$ cat src/hw/ep_flags_defs.svh
`ifndef EP_FLAGS_DEFS_SVH
`define EP_FLAGS_DEFS_SVH

// Register indices; byte address is four times the index
`define IDX_NRDY 12'h01c
`define IDX_EMPOVR 12'h01e
`define IDX_REQ 12'h020
`define IDX_VALUE 12'h022
`define IDX_INDEX 12'h024
`define IDX_LENGTH 12'h026
`define IDX_EPCFG 12'h030
`define IDX_CTRL 12'h032
`define IDX_ISTAT 12'h034
`define IDX_IMASK 12'h035
`define ADDR_OF(idx) ((idx) * 12'h004)

// Field layout
`define EP_COUNT 6
`define EP_MSB 5
`define CFG_ISO_LSB 0
`define CFG_IN_LSB 8
`define CTRL_DONE_BIT 0
`define CTRL_NODATA_BIT 1
`define IST_NRDY_BIT 0
`define IST_EMP_BIT 1
`define IST_STAGE_BIT 2
`define REQ_DIR_BIT 7

// Reset values
`define RST_FLAGS 6'h00
`define RST_SETUP 64'h0000_0000_0000_0000
`define RST_CFG 12'h000
`define RST_IRQ3 3'h0

`endif

$ cat src/hw/ep_flags_pkg.sv
package ep_flags_pkg;
  typedef enum logic [1:0] {
    ST_IDLE = 2'b00,
    ST_SETUP = 2'b01,
    ST_DATA = 2'b10,
    ST_STATUS = 2'b11
  } stage_e;

  typedef logic [5:0] ep_mask_t;

  typedef struct packed {
    ep_mask_t nrdy;
    ep_mask_t empovr;
    logic [63:0] setup;
    logic [2:0] byte_cnt;
    ep_mask_t cfg_iso;
    ep_mask_t cfg_in;
    stage_e stage;
    logic [2:0] istat;
    logic [2:0] imask;
    logic irq;
    logic nak;
    logic pready;
    logic pslverr;
    logic [31:0] prdata;
  } state_s;
endpackage

$ cat src/hw/endpoint_buffer_status_flags.sv
// Added by the designer: register access over APB.
`timescale 1ns/1ps
`include "ep_flags_defs.svh"
// Notes on behaviour
// - Not-ready token with non-NAK response sets flag
// - Non-isochronous not-ready endpoint answers NAK
// - Isochronous never NAKs; overrun/underrun sets flag
// - Isochronous OUT receive error sets flag
// - Not-ready flags: write 0 clears, 1 keeps
// - Flag bit n belongs to endpoint n
// - IN endpoint fully transmitted sets empty flag
// - Empty flag marks drain or endpoint-zero completion
// - OUT packet over max size sets flag
// - Empty/oversize flags: write 0 clears, 1 keeps
// - Control stage changes raise an interrupt
// - Setup packet bytes land in four request registers
// - After request, go to data or status stage
// - Request register holds code high, type low
module endpoint_buffer_status_flags
  import ep_flags_pkg::*;
(
  input wire logic pclk,
  input wire logic presetn,
  input wire logic psel,
  input wire logic penable,
  input wire logic pwrite,
  input wire logic [11:0] paddr,
  input wire logic [31:0] pwdata,
  output logic [31:0] prdata,
  output logic pready,
  output logic pslverr,
  input wire logic token_valid,
  input wire logic [2:0] token_ep,
  input wire logic token_in,
  input wire logic [5:0] buf_ready,
  input wire logic [5:0] resp_nak,
  input wire logic txn_end,
  input wire logic [2:0] txn_ep,
  input wire logic rx_error,
  input wire logic in_drained,
  input wire logic [2:0] drained_ep,
  input wire logic rx_oversize,
  input wire logic [2:0] oversize_ep,
  input wire logic setup_byte_valid,
  input wire logic [7:0] setup_byte,
  input wire logic setup_done,
  output logic handshake_nak,
  output logic [1:0] control_stage,
  output logic irq
);

  state_s s_q;
  state_s s_d;

  // APB phase decode
  logic access;
  logic wr_take;
  logic rd_take;
  logic [31:0] rd_word;
  logic rd_hit;
  assign access = psel && penable;
  assign wr_take = access && s_q.pready && pwrite;
  assign rd_take = access && s_q.pready && !pwrite;

  // One-hot endpoint decode of each event
  ep_mask_t tok_oh;
  ep_mask_t txn_oh;
  ep_mask_t drn_oh;
  ep_mask_t ovs_oh;
  always_comb begin
    tok_oh = '0;
    txn_oh = '0;
    drn_oh = '0;
    ovs_oh = '0;
    for (int i = 0; i < `EP_COUNT; i++) begin
      tok_oh[i] = token_valid && (token_ep == 3'(i));
      txn_oh[i] = txn_end && (txn_ep == 3'(i));
      drn_oh[i] = in_drained && (drained_ep == 3'(i));
      ovs_oh[i] = rx_oversize && (oversize_ep == 3'(i));
    end
  end

  // Read mux
  always_comb begin
    rd_word = 32'h0000_0000;
    rd_hit = 1'b1;
    unique case (paddr)
      `ADDR_OF(`IDX_NRDY): rd_word = {26'h0, s_q.nrdy};
      `ADDR_OF(`IDX_EMPOVR): rd_word = {26'h0, s_q.empovr};
      `ADDR_OF(`IDX_REQ): rd_word = {16'h0, s_q.setup[15:0]};
      `ADDR_OF(`IDX_VALUE): rd_word = {16'h0, s_q.setup[31:16]};
      `ADDR_OF(`IDX_INDEX): rd_word = {16'h0, s_q.setup[47:32]};
      `ADDR_OF(`IDX_LENGTH): rd_word = {16'h0, s_q.setup[63:48]};
      `ADDR_OF(`IDX_EPCFG): rd_word = {18'h0, s_q.cfg_in, 2'h0, s_q.cfg_iso};
      `ADDR_OF(`IDX_CTRL): rd_word = {30'h0, s_q.stage};
      `ADDR_OF(`IDX_ISTAT): rd_word = {29'h0, s_q.istat};
      `ADDR_OF(`IDX_IMASK): rd_word = {29'h0, s_q.imask};
      default: rd_hit = 1'b0;
    endcase
  end

  // Next-state logic
  ep_mask_t nrdy_set;
  ep_mask_t emp_set;
  logic stage_chg;
  logic nak_now;
  always_comb begin
    s_d = s_q;
    nrdy_set = '0;
    emp_set = '0;
    stage_chg = 1'b0;
    nak_now = 1'b0;

    // Token end: not-ready detection per endpoint
    for (int i = 0; i < `EP_COUNT; i++) begin
      if (tok_oh[i]) begin
        if (!buf_ready[i]) begin
          if (s_q.cfg_iso[i]) begin
            nrdy_set[i] = 1'b1;
          end else begin
            nak_now = 1'b1;
            if (!resp_nak[i]) begin
              nrdy_set[i] = 1'b1;
            end
          end
        end
      end
      // Isochronous OUT receive error at transaction end
      if (txn_oh[i] && rx_error && s_q.cfg_iso[i] && !s_q.cfg_in[i]) begin
        nrdy_set[i] = 1'b1;
      end
      // Buffer drained on IN side; endpoint zero always counts
      if (drn_oh[i] && (s_q.cfg_in[i] || i == 0)) begin
        emp_set[i] = 1'b1;
      end
      // Oversize packet on OUT side
      if (ovs_oh[i] && (!s_q.cfg_in[i] || i == 0)) begin
        emp_set[i] = 1'b1;
      end
    end

    // Software writes: zero clears, one keeps, hardware set wins
    if (wr_take && paddr == `ADDR_OF(`IDX_NRDY)) begin
      s_d.nrdy = s_q.nrdy & pwdata[`EP_MSB:0];
    end
    if (wr_take && paddr == `ADDR_OF(`IDX_EMPOVR)) begin
      s_d.empovr = s_q.empovr & pwdata[`EP_MSB:0];
    end
    s_d.nrdy = s_d.nrdy | nrdy_set;
    s_d.empovr = s_d.empovr | emp_set;

    // Endpoint configuration and interrupt mask
    if (wr_take && paddr == `ADDR_OF(`IDX_EPCFG)) begin
      s_d.cfg_iso = pwdata[`CFG_ISO_LSB +: `EP_COUNT];
      s_d.cfg_in = pwdata[`CFG_IN_LSB +: `EP_COUNT];
    end
    if (wr_take && paddr == `ADDR_OF(`IDX_IMASK)) begin
      s_d.imask = pwdata[2:0];
    end

    // Setup bytes fill the request registers in arrival order
    if (setup_byte_valid) begin
      s_d.setup[{s_q.byte_cnt, 3'b000} +: 8] = setup_byte;
      s_d.byte_cnt = s_q.byte_cnt + 3'h1;
    end

    // Control transfer stage tracking
    unique case (s_q.stage)
      ST_IDLE: begin
      end
      ST_SETUP: begin
        if (wr_take && paddr == `ADDR_OF(`IDX_CTRL) && pwdata[`CTRL_DONE_BIT]) begin
          s_d.stage = pwdata[`CTRL_NODATA_BIT] ? ST_STATUS : ST_DATA;
          stage_chg = 1'b1;
        end
      end
      ST_DATA: begin
        if (tok_oh[0] && (token_in != s_q.setup[`REQ_DIR_BIT])) begin
          s_d.stage = ST_STATUS;
          stage_chg = 1'b1;
        end
      end
      ST_STATUS: begin
        if (txn_oh[0] && !rx_error) begin
          s_d.stage = ST_IDLE;
          stage_chg = 1'b1;
        end
      end
    endcase
    if (setup_done) begin
      s_d.stage = ST_SETUP;
      s_d.byte_cnt = 3'h0;
      stage_chg = 1'b1;
    end

    // Sticky interrupt status: read clears, new event wins
    if (rd_take && paddr == `ADDR_OF(`IDX_ISTAT)) begin
      s_d.istat = `RST_IRQ3;
    end
    if (|nrdy_set) begin
      s_d.istat[`IST_NRDY_BIT] = 1'b1;
    end
    if (|emp_set) begin
      s_d.istat[`IST_EMP_BIT] = 1'b1;
    end
    if (stage_chg) begin
      s_d.istat[`IST_STAGE_BIT] = 1'b1;
    end
    s_d.irq = |(s_d.istat & s_d.imask);
    s_d.nak = nak_now;

    // APB answer after one wait cycle
    s_d.pready = access && !s_q.pready;
    s_d.pslverr = access && !s_q.pready && !rd_hit;
    if (access && !s_q.pready) begin
      s_d.prdata = pwrite ? 32'h0000_0000 : rd_word;
    end
  end

  // State register
  always_ff @(posedge pclk or negedge presetn) begin
    if (!presetn) begin
      s_q.nrdy <= `RST_FLAGS;
      s_q.empovr <= `RST_FLAGS;
      s_q.setup <= `RST_SETUP;
      s_q.byte_cnt <= 3'h0;
      s_q.cfg_iso <= `RST_FLAGS;
      s_q.cfg_in <= `RST_FLAGS;
      s_q.stage <= ST_IDLE;
      s_q.istat <= `RST_IRQ3;
      s_q.imask <= `RST_IRQ3;
      s_q.irq <= 1'b0;
      s_q.nak <= 1'b0;
      s_q.pready <= 1'b0;
      s_q.pslverr <= 1'b0;
      s_q.prdata <= 32'h0000_0000;
    end else begin
      s_q <= s_d;
    end
  end

  // Outputs straight from the state register
  assign prdata = s_q.prdata;
  assign pready = s_q.pready;
  assign pslverr = s_q.pslverr;
  assign handshake_nak = s_q.nak;
  assign control_stage = s_q.stage;
  assign irq = s_q.irq;

  // Not-ready flag checks
  a_nrdy_on_token: assert property (@(posedge pclk) disable iff (!presetn)
    (token_valid && token_ep < 3'd6 && !buf_ready[token_ep] && !resp_nak[token_ep])
    |=> s_q.nrdy[$past(token_ep)])
    else $error("not-ready flag missed on token");
  a_nak_non_iso: assert property (@(posedge pclk) disable iff (!presetn)
    (token_valid && token_ep < 3'd6 && !buf_ready[token_ep] && !s_q.cfg_iso[token_ep])
    |=> handshake_nak)
    else $error("no NAK for not-ready endpoint");
  a_iso_no_nak: assert property (@(posedge pclk) disable iff (!presetn)
    (token_valid && token_ep < 3'd6 && s_q.cfg_iso[token_ep])
    |=> !handshake_nak)
    else $error("isochronous endpoint answered NAK");
  a_iso_underrun: assert property (@(posedge pclk) disable iff (!presetn)
    (token_valid && token_ep < 3'd6 && s_q.cfg_iso[token_ep] && !buf_ready[token_ep])
    |=> s_q.nrdy[$past(token_ep)]) else $error("isochronous underrun not flagged");
  a_iso_rx_err: assert property (@(posedge pclk) disable iff (!presetn)
    (txn_end && txn_ep < 3'd6 && rx_error && s_q.cfg_iso[txn_ep] && !s_q.cfg_in[txn_ep])
    |=> s_q.nrdy[$past(txn_ep)]) else $error("isochronous receive error not flagged");
  a_nrdy_w0c: assert property (@(posedge pclk) disable iff (!presetn)
    (wr_take && paddr == `ADDR_OF(`IDX_NRDY) && !token_valid && !txn_end)
    |=> s_q.nrdy == ($past(s_q.nrdy) & $past(pwdata[5:0])))
    else $error("not-ready flag write mismatch");
  // Empty/oversize flag checks
  a_empovr_keep: assert property (@(posedge pclk) disable iff (!presetn)
    (wr_take && paddr == `ADDR_OF(`IDX_EMPOVR))
    |=> (s_q.empovr & $past(s_q.empovr & pwdata[5:0])) == $past(s_q.empovr & pwdata[5:0]))
    else $error("empty flag lost on write of one");
  a_empovr_w0c: assert property (@(posedge pclk) disable iff (!presetn)
    (wr_take && paddr == `ADDR_OF(`IDX_EMPOVR) && !in_drained && !rx_oversize)
    |=> s_q.empovr == ($past(s_q.empovr) & $past(pwdata[5:0])))
    else $error("empty flag write mismatch");
  a_in_drain: assert property (@(posedge pclk) disable iff (!presetn)
    (in_drained && drained_ep < 3'd6 && s_q.cfg_in[drained_ep])
    |=> s_q.empovr[$past(drained_ep)]) else $error("drained IN buffer not flagged");
  a_drain_sets: assert property (@(posedge pclk) disable iff (!presetn)
    (in_drained && drained_ep == 3'd0) |=> s_q.empovr[0])
    else $error("endpoint zero completion not flagged");
  a_out_oversize: assert property (@(posedge pclk) disable iff (!presetn)
    (rx_oversize && oversize_ep < 3'd6 && !s_q.cfg_in[oversize_ep])
    |=> s_q.empovr[$past(oversize_ep)]) else $error("oversize OUT packet not flagged");
  // Control stage and request checks
  a_stage_irq: assert property (@(posedge pclk) disable iff (!presetn)
    (s_q.stage != $past(s_q.stage)) |-> s_q.istat[`IST_STAGE_BIT])
    else $error("stage change without interrupt status");
  a_setup_next: assert property (@(posedge pclk) disable iff (!presetn)
    (s_q.stage == ST_SETUP && wr_take && paddr == `ADDR_OF(`IDX_CTRL) && pwdata[0]
      && !setup_done) |=> (s_q.stage == ST_STATUS || s_q.stage == ST_DATA))
    else $error("request completion did not advance stage");
  a_data_to_status: assert property (@(posedge pclk) disable iff (!presetn)
    (s_q.stage == ST_DATA && token_valid && token_ep == 3'd0 && !setup_done
      && token_in != s_q.setup[`REQ_DIR_BIT]) |=> s_q.stage == ST_STATUS)
    else $error("data stage did not end on opposite token");
  a_status_end: assert property (@(posedge pclk) disable iff (!presetn)
    (s_q.stage == ST_STATUS && txn_end && txn_ep == 3'd0 && !rx_error && !setup_done)
    |=> s_q.stage == ST_IDLE) else $error("status stage did not complete");
  a_setup_done: assert property (@(posedge pclk) disable iff (!presetn)
    setup_done |=> (s_q.stage == ST_SETUP && s_q.byte_cnt == 3'h0))
    else $error("setup end did not restart capture");
  a_req_byte0: assert property (@(posedge pclk) disable iff (!presetn)
    (setup_byte_valid && s_q.byte_cnt == 3'd0) |=> s_q.setup[7:0] == $past(setup_byte))
    else $error("first setup byte not captured");
  a_req_code_hi: assert property (@(posedge pclk) disable iff (!presetn)
    (setup_byte_valid && s_q.byte_cnt == 3'd1) |=> s_q.setup[15:8] == $past(setup_byte))
    else $error("request code not in high byte");
  // Bus and interrupt checks
  a_reserved_zero: assert property (@(posedge pclk) disable iff (!presetn)
    (pready && (paddr == `ADDR_OF(`IDX_NRDY) || paddr == `ADDR_OF(`IDX_EMPOVR))
      && !pwrite) |-> prdata[31:6] == 26'h0)
    else $error("reserved flag bits not zero");
  a_apb_answer: assert property (@(posedge pclk) disable iff (!presetn)
    (access && !pready) |=> pready)
    else $error("APB answer late");
  a_ready_pulse: assert property (@(posedge pclk) disable iff (!presetn)
    pready |=> !pready)
    else $error("APB answer held too long");
  a_err_with_ready: assert property (@(posedge pclk) disable iff (!presetn)
    pslverr |-> pready)
    else $error("error response without ready");
  a_irq_level: assert property (@(posedge pclk) disable iff (!presetn)
    irq == |(s_q.istat & s_q.imask))
    else $error("interrupt level mismatch");

  // Scenario covers
  c_full_ctrl: cover property (@(posedge pclk) disable iff (!presetn)
    s_q.stage == ST_STATUS ##[1:1000] s_q.stage == ST_IDLE);
  c_data_stage: cover property (@(posedge pclk) disable iff (!presetn)
    s_q.stage == ST_DATA ##1 s_q.stage == ST_STATUS);
  c_nak_sent: cover property (@(posedge pclk) disable iff (!presetn) handshake_nak);
  c_irq_raised: cover property (@(posedge pclk) disable iff (!presetn) $rose(irq));
  c_oversize: cover property (@(posedge pclk) disable iff (!presetn)
    rx_oversize ##1 (|s_q.empovr));

endmodule

$ cat config.mk
export PLATFORM = sky130hd
export DESIGN_NAME = endpoint_buffer_status_flags
export DESIGN_NICKNAME = d
export VERILOG_FILES = /design/src/hw/ep_flags_pkg.sv /design/src/hw/endpoint_buffer_status_flags.sv
export VERILOG_INCLUDE_DIRS = /design/src /design/src/hw
export SDC_FILE = /design/constraint.sdc
export NUM_CORES = 1
export LEC_CHECK = 0
export BUFFER_PORTS_ARGS = -buffer_cell sky130_fd_sc_hd__buf_4
export CORE_MARGIN = 4
export CORE_UTILIZATION = 25
export DETAILED_ROUTE_END_ITERATION = 8
export GPL_TIMING_DRIVEN = 0
export SYNTH_ARGS = -nofsm -noshare
export SYNTH_HDL_FRONTEND = slang
export SYNTH_SLANG_ARGS = --single-unit
export TNS_END_PERCENT = 1
$ cat constraint.sdc
create_clock -name pclk -period 3.82 [get_ports pclk]
set_clock_uncertainty 0.15 [all_clocks]
set_input_delay 0.764 -clock pclk [delete_from_list [all_inputs] [get_ports pclk]]
set_output_delay 0.764 -clock pclk [all_outputs]
set_load 0.1 [all_outputs]
==> results of run 1 <==
==> cells by family after synthesis <==
logic type	Yosys count	share of synthesized area [%]
other	1	0.06018
buffers and inverters	68	6.305
flip-flops	119	47.79
adder cells (fa/ha/maj)	7	1.406
AND/OR/NAND/NOR	176	15.94
multiplexers	85	15.20
XOR/XNOR	3	0.4218
AO/OA/AOI/OAI	114	12.87
==> sequential cells by signal, summed over array words and instances (netlist names) <==
name / count
s_q: 97
prdata: 16
control_stage: 2
handshake_nak: 1
irq: 1
pready: 1
pslverr: 1
==> final cells by class <==
class,instances,area (um2)
Timing Repair Buffer,87,676.9
Tap cell,324,405.4
Clock buffer,19,452.9
Sequential cell,119,2978
Inverter,14,52.55
Fill cell,2500,16370
Buffer,54,340.3
Multi-Input combinational cell,401,2917
Clock inverter,13,193.9
==> worst max-delay path, cell delays in order, from the launching register on <==
cell       delay (ps)
dfrtp_1           450
inv_1             120
ha_1              210
ha_1              430
nand3b_1          190
a2111oi_0        1080
buf_2             410
mux2_2            360
==> power breakdown <==
group / switching (mW) / internal [mW]
clock network: 0.605 / 1.13
registers: 0.134 / 1.49
logic: 0.396 / 0.319
total: 1.14 / 2.94
==> metal layers <==
metal | part of all wire (%) | up-vias
li1 | - | 2328
met1 | 45 | 2467
met2 | 47 | 174
met3 | 6.5 | 26
met4 | 1.6 | 0
met5 | 0 | -
==> Yosys cell counts (10+ instances only) <==
master	count
mux2_2	76
o21ai_0	29
a21oi_1	16
nand2_1	41
nand3_1	12
clkbuf_1	12
nor3_1	14
nor4_1	15
nor2_1	26
buf_4	34
a221oi_1	10
nand2b_1	17
inv_1	14
dfrtp_1	119
a22oi_1	11
nand3b_1	10
==> worst paths after layout <==
path,start,endpoint,slack (ps)
min in group pclk,prdata[11],prdata[11],340
hold reg to reg,prdata[11],prdata[11],340
max in group asynchronous,presetn,s_q[69],2730
setup / recovery,s_q[56],s_q[93],310
setup reg to reg,s_q[56],s_q[93],310
hold / removal,presetn,s_q[46],50
==> through the flow <==
stage | total power, mW | setup WS, ps | std cells | cell area [um2] | hold WS, ps
floorplan | 2.125 | 1108 | 588 | 6287 | 300.6
global placement | 2.336 | 422.5 | 998 | 7338 | 314.4
detailed placement | 2.364 | 383.2 | 999 | 7370 | 326.4
CTS | 4.112 | 367.6 | 1031 | 8016 | 44.54
global route | 4.262 | 110.6 | 1031 | 8016 | 59.48
finish | 4.081 | 308.8 | 1031 | 8016 | 53.07
==> summary.txt, run 1 <==
=========================================================================================
Layout Utilization                                                                 32.87%
Dpl hpwl                                                                         13830 um
Final-report hold violation count                                                       0
Post-synthesis register bit count                                                     119
Measured slew at the worst slew-check pin                                         1355 ps
Synthesized area per cell                                                       10.87 um2
Max frequency                                                                   284.8 MHz
Number of I/O port buffers                                                             86
Leak                                                                             3.648 nW
Antenna viol nets, final                                                                0
Number of pins exceeding their max-slew limit in the final report                       0
Data required, critical path                                                      3980 ps
Clock Tree Buf Depth                                                                    2
Cell at the root of the clock tree                                              clkbuf_16
Residual DRC count                                                                      0
Initial standard-cell utilization of the core                                      25.55%
Startpoint Class                                                                 register
Cells resized by post-CTS repair                                                        0
Crit path time final                                                              3511 ps
Area share of the largest cell type after synthesis                                47.79%
Maximum capacitance violations                                                          0
Number of enable-type register cells in the synthesized netlist                         0
Startpoint-to-endpoint class of the critical path                            register to register
Largest net degree at the start of global routing                                      95
Layout Nets                                                                           790
Post-DR wirelength/cell                                                          17.96 um
Global routing usage on met2                                                       21.47%
Worst R2R Path Depth                                                                    7
Core outline area                                                               24390 um2
Type of the most critical hold path                                          input port to async pin
Ys flop type                                                                      dfrtp_1
Main area contributors after synthesis                                       dfrtp_1 48%, mux2_2 14%, buf_4 4.1%
Area growth syn-to-layout                                                          28.65%
Fraction of layout instances using a drive strength above 1                        34.51%
Data arrival time of the critical path                                            3670 ps
Cell area after synthesis                                                        6231 um2
Worst-Skew Late Latency                                                            420 ps
Final critical-path share of the clock period                                      91.92%
Proportion of register bits with asynchronous set or reset after synthesis         100.0%
Top-Level Pins                                                                        127
Clock tree from TritonCTS                                                            done
Critical Path End Type                                                           register
Buffers inserted by post-CTS timing repair                                              0
Via density per instance                                                            4.845
Commonest cells after routing, fill and taps aside                           119 x buf_4, 119 x dfrtp_1, 76 x mux2_2
Total via count in the routed design                                                 4995
Detailed router's first-iteration violation count                                     528
Summed negative setup slack over all endpoints                                       0 ps
Die Y-Extent                                                                     165.9 um
1st-pass router iterations                                                              5
Crit Path Max Fanout                                                                   10
Cts bufs inserted                                                                      17
GP Congestion                                                                      0.8624
# H-tree levels                                                                         4
Register area share after synthesis                                                47.79%
Total die area                                                                  27510 um2
Clock sink total                                                                      119
Number of global-route vias before repair                                            5043
Status                                                                       finished, final reports clean
Met1 Use GR                                                                        17.92%
Yosys cell types                                                                       61
Reg clk slew, reported paths                                                        60 ps
Cell row count                                                                         57
Global-route congestion overflow total                                                  0
Mapped Cells                                                                          573
Antenna violations before repair                                                        0
Relative max-transition margin                                                     8.970%
Met3 usage                                                                         4.047%
Chip Width                                                                       165.9 um
Final setup fails                                                                       0
Global routing usage summed across all routing layers                              13.52%
Cell Pwr Density                                                             509.0 nW/um2
Number of diodes added for antenna fixing                                               0
Largest area contributor in the synthesized netlist                               dfrtp_1
Maximum resistive drop on vdd                                                    264.0 uV
Global route hottest layer                                                           met2
Count of hold-fix buffers inserted at cts                                               0
Number of warnings printed during yosys synthesis                                       0
Sum of routed wire length over all layers                                        18520 um
Setup repair after global routing missed its margin                                 false
Wire length of the first global-routing pass                                     29230 um
=========================================================================================
Note: power is estimated with default switching activity, not from simulation.
==> run 2: changes to the inputs <==
--- a/config.mk
+++ b/config.mk
@@ -11,6 +11,7 @@
 export CORE_UTILIZATION = 25
 export DETAILED_ROUTE_END_ITERATION = 8
 export GPL_TIMING_DRIVEN = 0
+export PLACE_DENSITY = 0.44
 export SYNTH_ARGS = -nofsm -noshare
 export SYNTH_HDL_FRONTEND = slang
 export SYNTH_SLANG_ARGS = --single-unit
==> summary.txt, run 2 (synthesized netlist as in run 1, its figures left out) <==
================================================================================
Library cell appearing most often on the critical path                      ha_1   unchanged
Count of filler cells inserted in the layout                                2495   was 2500
Number of diodes added for antenna fixing                                      0   unchanged
Sum of routed wire length over all layers                               20090 um   was 18520 um
Hold Slack                                                              69.27 ps   was 53.07 ps
Number of global-route vias before repair                                   5210   was 5043
Number of I/O port buffers                                                    86   unchanged
Via density per instance                                                   4.866   was 4.845
Layout Nets                                                                  790   unchanged
Count of hold-fix buffers inserted at cts                                      0   unchanged
Area taken by multi-input logic gates                                   2922 um2   was 2917 um2
Final-report hold violation count                                              0   unchanged
Die Y-Extent                                                            165.9 um   unchanged
Fraction of layout instances using a drive strength above 1               34.51%   unchanged
Type of the most critical hold path                                 input port to async pin   unchanged
Antenna violations before repair                                               0   unchanged
Max frequency                                                          307.0 MHz   was 284.8 MHz
Summed negative setup slack over all endpoints                              0 ps   unchanged
Data required, critical path                                             3980 ps   about the same
Cell Pwr Density                                                    513.0 nW/um2   was 509.0 nW/um2
Maximum capacitance violations                                                 0   unchanged
Measured slew at the worst slew-check pin                                1121 ps   was 1355 ps
Core outline area                                                      24390 um2   unchanged
Dpl hpwl                                                                15100 um   was 13830 um
Commonest cells after routing, fill and taps aside                  119 x buf_4, 119 x dfrtp_1, 76 x mux2_2   unchanged
Data arrival time of the critical path                                   3410 ps   was 3670 ps
Final critical-path share of the clock period                             85.28%   was 91.92%
GP Congestion                                                             0.8310   was 0.8624
Number of flip-flops under the largest register name                          97   unchanged
Cell row count                                                                57   unchanged
Total power consumption of the routed design                            4.114 mW   was 4.081 mW
Cells resized by post-CTS repair                                               0   unchanged
Status                                                              finished, final reports clean   unchanged
Cts bufs inserted                                                             17   unchanged
Cell at the root of the clock tree                                     clkbuf_16   unchanged
Residual DRC count                                                             0   unchanged
Area growth syn-to-layout                                                 28.69%   was 28.65%
Buffers inserted by post-CTS timing repair                                     0   unchanged
Storage cell area                                                       2978 um2   unchanged
Total die area                                                         27510 um2   unchanged
Global-route congestion overflow total                                         0   unchanged
Antenna viol nets, final                                                       0   unchanged
Clock Tree Buf Depth                                                           2   unchanged
Setup repair after global routing missed its margin                        false   unchanged
Critical Path End Type                                                  register   unchanged
Chip Width                                                              165.9 um   unchanged
Maximum resistive drop on vdd                                           237.8 uV   was 264.0 uV
Total via count in the routed design                                        5017   was 4995
Initial standard-cell utilization of the core                             25.55%   unchanged
Worst R2R Path Depth                                                           7   unchanged
Worst setup margin                                                      562.3 ps   was 308.8 ps
Leak                                                                    3.667 nW   was 3.648 nW
Final setup fails                                                              0   unchanged
Crit path time final                                                     3258 ps   was 3511 ps
Number of pins exceeding their max-slew limit in the final report              0   unchanged
Endpoint of the most critical register-to-register path                  s_q[93]   unchanged
Startpoint of the worst register-to-register path                        s_q[56]   unchanged
Wire length of the first global-routing pass                            31130 um   was 29230 um
Detailed router's first-iteration violation count                            340   was 528
Startpoint-to-endpoint class of the critical path                   register to register   unchanged
# H-tree levels                                                                4   unchanged
R2R setup slack                                                           560 ps   was 310 ps
Largest net degree at the start of global routing                             91   was 95
1st-pass router iterations                                                     5   unchanged
Startpoint Class                                                        register   unchanged
Standard cell with the maximum stage delay on the critical path        a2111oi_0   unchanged
Clock sink total                                                             119   unchanged
Relative max-transition margin                                            25.02%   was 8.970%
Reg clk slew, reported paths                                               60 ps   about the same
Worst-Skew Late Latency                                                   420 ps   about the same
Global routing usage summed across all routing layers                     14.65%   was 13.52%
Clock tree from TritonCTS                                                   done   unchanged
Pre-CTS setup slack                                                     244.4 ps   was 383.2 ps
Post-DR wirelength/cell                                                 19.49 um   was 17.96 um
Series of cell instances along the critical path                    inv_1, ha_1, ha_1, nand3b_1, a2111oi_0, buf_2, mux2_2   unchanged
Crit Path Max Fanout                                                          10   unchanged
Register name with the most flops                                            s_q   unchanged
Top-Level Pins                                                               127   unchanged
Delay of the slowest cell on the worst path                               850 ps   was 1080 ps
================================================================================
==> run 2: worst max-delay path, delay by kind of cell (launching register included) <==
family	cells	cell delay (ps)
adders and majority gates	2	620
and+or+nand+nor	1	190
AOI/OAI and AO/OA	1	850
buffers and inverters	2	510
DFF	1	450
muxes	1	370
==> run 2: power by group <==
part / internal, mW / switching (mW)
Clock: 1.17 / 0.587
Sequential: 1.49 / 0.139
Combinational: 0.319 / 0.403
Total: 2.98 / 1.13
==> run 2: area by class of cell <==
type                    instances  share of cell area [%]
plain buffers                  54                   4.244
repair buffers                 87                   8.441
clock inverters                13                   2.512
inverters                      14                  0.6553
flip-flops and latches        119                   37.14
clock buffers                  19                   5.523
multi-input cells             401                   36.43
well taps                     324                   5.055
==> run 2: routing by layer <==
metal / wire [um] / track usage [%] / share of wire (%)
met1: 8900 / 19.47 / 44
met2: 9578 / 23.42 / 48
met3: 1053 / 2.880 / 5.2
met4: 562 / 6.098 / 2.8
met5: 0 / 0 / 0
==> run 2: worst max-delay path by stage <==
stage,startpoint,to,slack (ps)
floorplan,paddr[1],irq,1110
global placement,paddr[1],prdata[1],280
detailed placement,paddr[1],prdata[1],240
CTS,s_q[56],s_q[93],520
global route,s_q[56],s_q[93],270
finish,s_q[56],s_q[93],560
==> run 2: through the flow <==
step	util [%]	instance area [um2]	std cells
global route	32.88	8019	1031
CTS	32.88	8019	1031
detailed placement	30.23	7375	999
finish	32.88	8019	1031
global placement	30.09	7338	998
floorplan	-	6287	588
==> run 3: changes to the inputs <==
--- a/config.mk
+++ b/config.mk
@@ -10,8 +10,7 @@
 export CORE_MARGIN = 4
 export CORE_UTILIZATION = 25
 export DETAILED_ROUTE_END_ITERATION = 8
-export GPL_TIMING_DRIVEN = 0
-export PLACE_DENSITY = 0.44
+export PLACE_DENSITY_LB_ADDON = 0.2
 export SYNTH_ARGS = -nofsm -noshare
 export SYNTH_HDL_FRONTEND = slang
 export SYNTH_SLANG_ARGS = --single-unit
==> summary.txt, run 3 (synthesized netlist as in run 1, its figures left out) <==
================================================================================
Measured slew at the worst slew-check pin                               871.2 ps   was 1121 ps
Cts bufs inserted                                                             17   unchanged
Clock sink total                                                             119   unchanged
Commonest cells after routing, fill and taps aside                  119 x dfrtp_1, 104 x buf_4, 76 x mux2_2   was 119 x buf_4, 119 x dfrtp_1, 76 x mux2_2
Switch share                                                              28.26%   was 27.45%
Layout Nets                                                                  754   was 790
Pre-CTS setup slack                                                     718.4 ps   was 244.4 ps
Number of pins exceeding their max-slew limit in the final report              0   unchanged
Post-DR wirelength/cell                                                 19.52 um   was 19.49 um
Top delay family on crit path                                       simple AND/OR/NAND/NOR gates   was compound AO/OA/AOI/OAI gates
CP bufs+invs                                                                   2   unchanged
Global routing usage summed across all routing layers                     14.03%   was 14.65%
Standard cell with the maximum stage delay on the critical path           or3b_2   was a2111oi_0
Area growth syn-to-layout                                                 24.96%   was 28.69%
Antenna violations before repair                                               0   unchanged
Count of filler cells inserted in the layout                                2510   was 2495
Number of diodes added for antenna fixing                                      0   unchanged
Reg clk slew, reported paths                                               60 ps   about the same
Crit Path Max Fanout                                                           8   was 10
Antenna viol nets, final                                                       0   unchanged
Worst setup margin                                                      795.2 ps   was 562.3 ps
Library cell appearing most often on the critical path                      ha_1   unchanged
Type of the most critical hold path                                 input port to async pin   unchanged
Chip Width                                                              165.9 um   unchanged
Buffers inserted by post-CTS timing repair                                     0   unchanged
# H-tree levels                                                                4   unchanged
Cell row count                                                                57   unchanged
Final-report hold violation count                                              0   unchanged
Total via count in the routed design                                        4938   was 5017
Leak                                                                    3.508 nW   was 3.667 nW
Delay of the slowest cell on the worst path                               520 ps   was 850 ps
Largest net degree at the start of global routing                             69   was 91
Number of I/O port buffers                                                    90   was 86
Most common library cell in the layout ignoring fill and taps            dfrtp_1
Status                                                              finished, final reports clean   unchanged
Register name with the most flops                                            s_q   unchanged
Dpl hpwl                                                                14260 um   was 15100 um
Setup repair after global routing missed its margin                        false   unchanged
Max frequency                                                          330.6 MHz   was 307.0 MHz
Maximum resistive drop on vdd                                           257.2 uV   was 237.8 uV
Initial standard-cell utilization of the core                             25.55%   unchanged
Number of flip-flops under the largest register name                          97   unchanged
Switching Power                                                         1.140 mW   was 1.129 mW
Count of hold-fix buffers inserted at cts                                      0   unchanged
Cells resized by post-CTS repair                                               0   unchanged
Data arrival time of the critical path                                   3170 ps   was 3410 ps
Sum of routed wire length over all layers                               19420 um   was 20090 um
Worst R2R Path Depth                                                           7   unchanged
Cell Pwr Density                                                    517.8 nW/um2   was 513.0 nW/um2
Summed negative setup slack over all endpoints                              0 ps   unchanged
Fraction of layout instances using a drive strength above 1               32.79%   was 34.51%
Clock network fraction of total power                                      42.3%   was 42.7%
Internal Dissipation                                                    2.892 mW   was 2.985 mW
Global-route congestion overflow total                                         0   unchanged
Series of cell instances along the critical path                    inv_1, ha_1, ha_1, or3b_2, nor2_1, buf_4, mux2_2   was inv_1, ha_1, ha_1, nand3b_1, a2111oi_0, buf_2, mux2_2
Final critical-path share of the clock period                             79.18%   was 85.28%
Via density per instance                                                   4.963   was 4.866
Startpoint-to-endpoint class of the critical path                   register to register   unchanged
Clock tree from TritonCTS                                                   done   unchanged
1st-pass router iterations                                                     5   unchanged
Critical Path End Type                                                  register   unchanged
Endpoint of the most critical register-to-register path                 s_q[109]   was s_q[93]
Worst-Skew Late Latency                                                   410 ps   was 420 ps
Number of global-route vias before repair                                   5185   was 5210
Data required, critical path                                             3960 ps   was 3980 ps
Maximum capacitance violations                                                 0   unchanged
Core outline area                                                      24390 um2   unchanged
Cell at the root of the clock tree                                     clkbuf_16   unchanged
Combinational share of power                                               17.3%   was 17.6%
Total die area                                                         27510 um2   unchanged
R2R setup slack                                                           800 ps   was 560 ps
Die Y-Extent                                                            165.9 um   unchanged
Startpoint Class                                                        register   unchanged
Residual DRC count                                                             0   unchanged
Layout Utilization                                                        31.92%   was 32.88%
Top-Level Pins                                                               127   unchanged
Wire length of the first global-routing pass                            30210 um   was 31130 um
Relative max-transition margin                                            41.10%   was 25.02%
Detailed router's first-iteration violation count                            301   was 340
Sequential cell fraction of total power                                    40.4%   was 39.7%
Total power consumption of the routed design                            4.032 mW   was 4.114 mW
Final setup fails                                                              0   unchanged
GP Congestion                                                             0.8310   unchanged
Crit path time final                                                     3025 ps   was 3258 ps
Startpoint of the worst register-to-register path                        s_q[56]   unchanged
Clock Tree Buf Depth                                                           2   unchanged
================================================================================
[run 3: layout make-up]
| cell class | count | area (um2) | share of cell area, % |
|---|---|---|---|
| Clock buffer | 18 | 429.2 | 5.512 |
| Clock inverter | 14 | 197.7 | 2.539 |
| Inverter | 14 | 52.55 | 0.6749 |
| Multi-Input combinational cell | 401 | 2923 | 37.54 |
| Sequential cell | 119 | 2978 | 38.25 |
| Tap cell | 324 | 405.4 | 5.206 |
| Timing Repair Buffer | 105 | 800.8 | 10.28 |
[run 3: stage by stage]
| step | instance area (um2) | std cells | hold WS [ps] |
|---|---|---|---|
| 2_1_floorplan | 6287 | 588 | 300.6 |
| 3_3_place_gp | 7159 | 963 | 313.7 |
| 3_5_place_dp | 7159 | 963 | 318.7 |
| 4_1_cts | 7786 | 995 | 277.6 |
| 5_1_grt | 7786 | 995 | 299.4 |
| 6_report | 7786 | 995 | 248.3 |
[run 3: power by group through the flow]
stage | clock, mW | sequential, mW | combinational, mW
after global routing | 1.80 | 1.66 | 0.765
after floorplan | 0 | 1.62 | 0.504
final | 1.70 | 1.63 | 0.697
after global placement | 0 | 1.64 | 0.683
after detailed placement | 0 | 1.65 | 0.705
after CTS | 1.74 | 1.63 | 0.708
[run 3: layer usage]
layer | part of all wire [%] | GRT usage [%] | wire length (um) | vias up
li1 | - | - | - | 2256
met1 | 45 | 18.67 | 8682 | 2488
met2 | 48 | 22.98 | 9404 | 173
met3 | 5.1 | 3.047 | 995 | 21
met4 | 1.8 | 4.268 | 341 | 0
met5 | 0 | 0 | 0 | -
[run 3: worst max-delay path by stage]
stage | start | end | cells past startpoint
2_1_floorplan | paddr[1] | irq | 6
3_3_place_gp | paddr[1] | control_stage[1] | 8
3_5_place_dp | paddr[1] | control_stage[1] | 8
4_1_cts | s_q[56] | s_q[109] | 7
5_1_grt | s_q[56] | s_q[111] | 7
6_report | s_q[56] | s_q[109] | 7
[run 3: worst reg2reg max path, delay by kind of cell, from the launching register on]
family / cells / cell delay, ps
multiplexers: 1 / 340
adder cells (fa/ha/maj): 2 / 590
buffers and inverters: 2 / 380
AND/OR/NAND/NOR: 2 / 990
flip-flops: 1 / 460
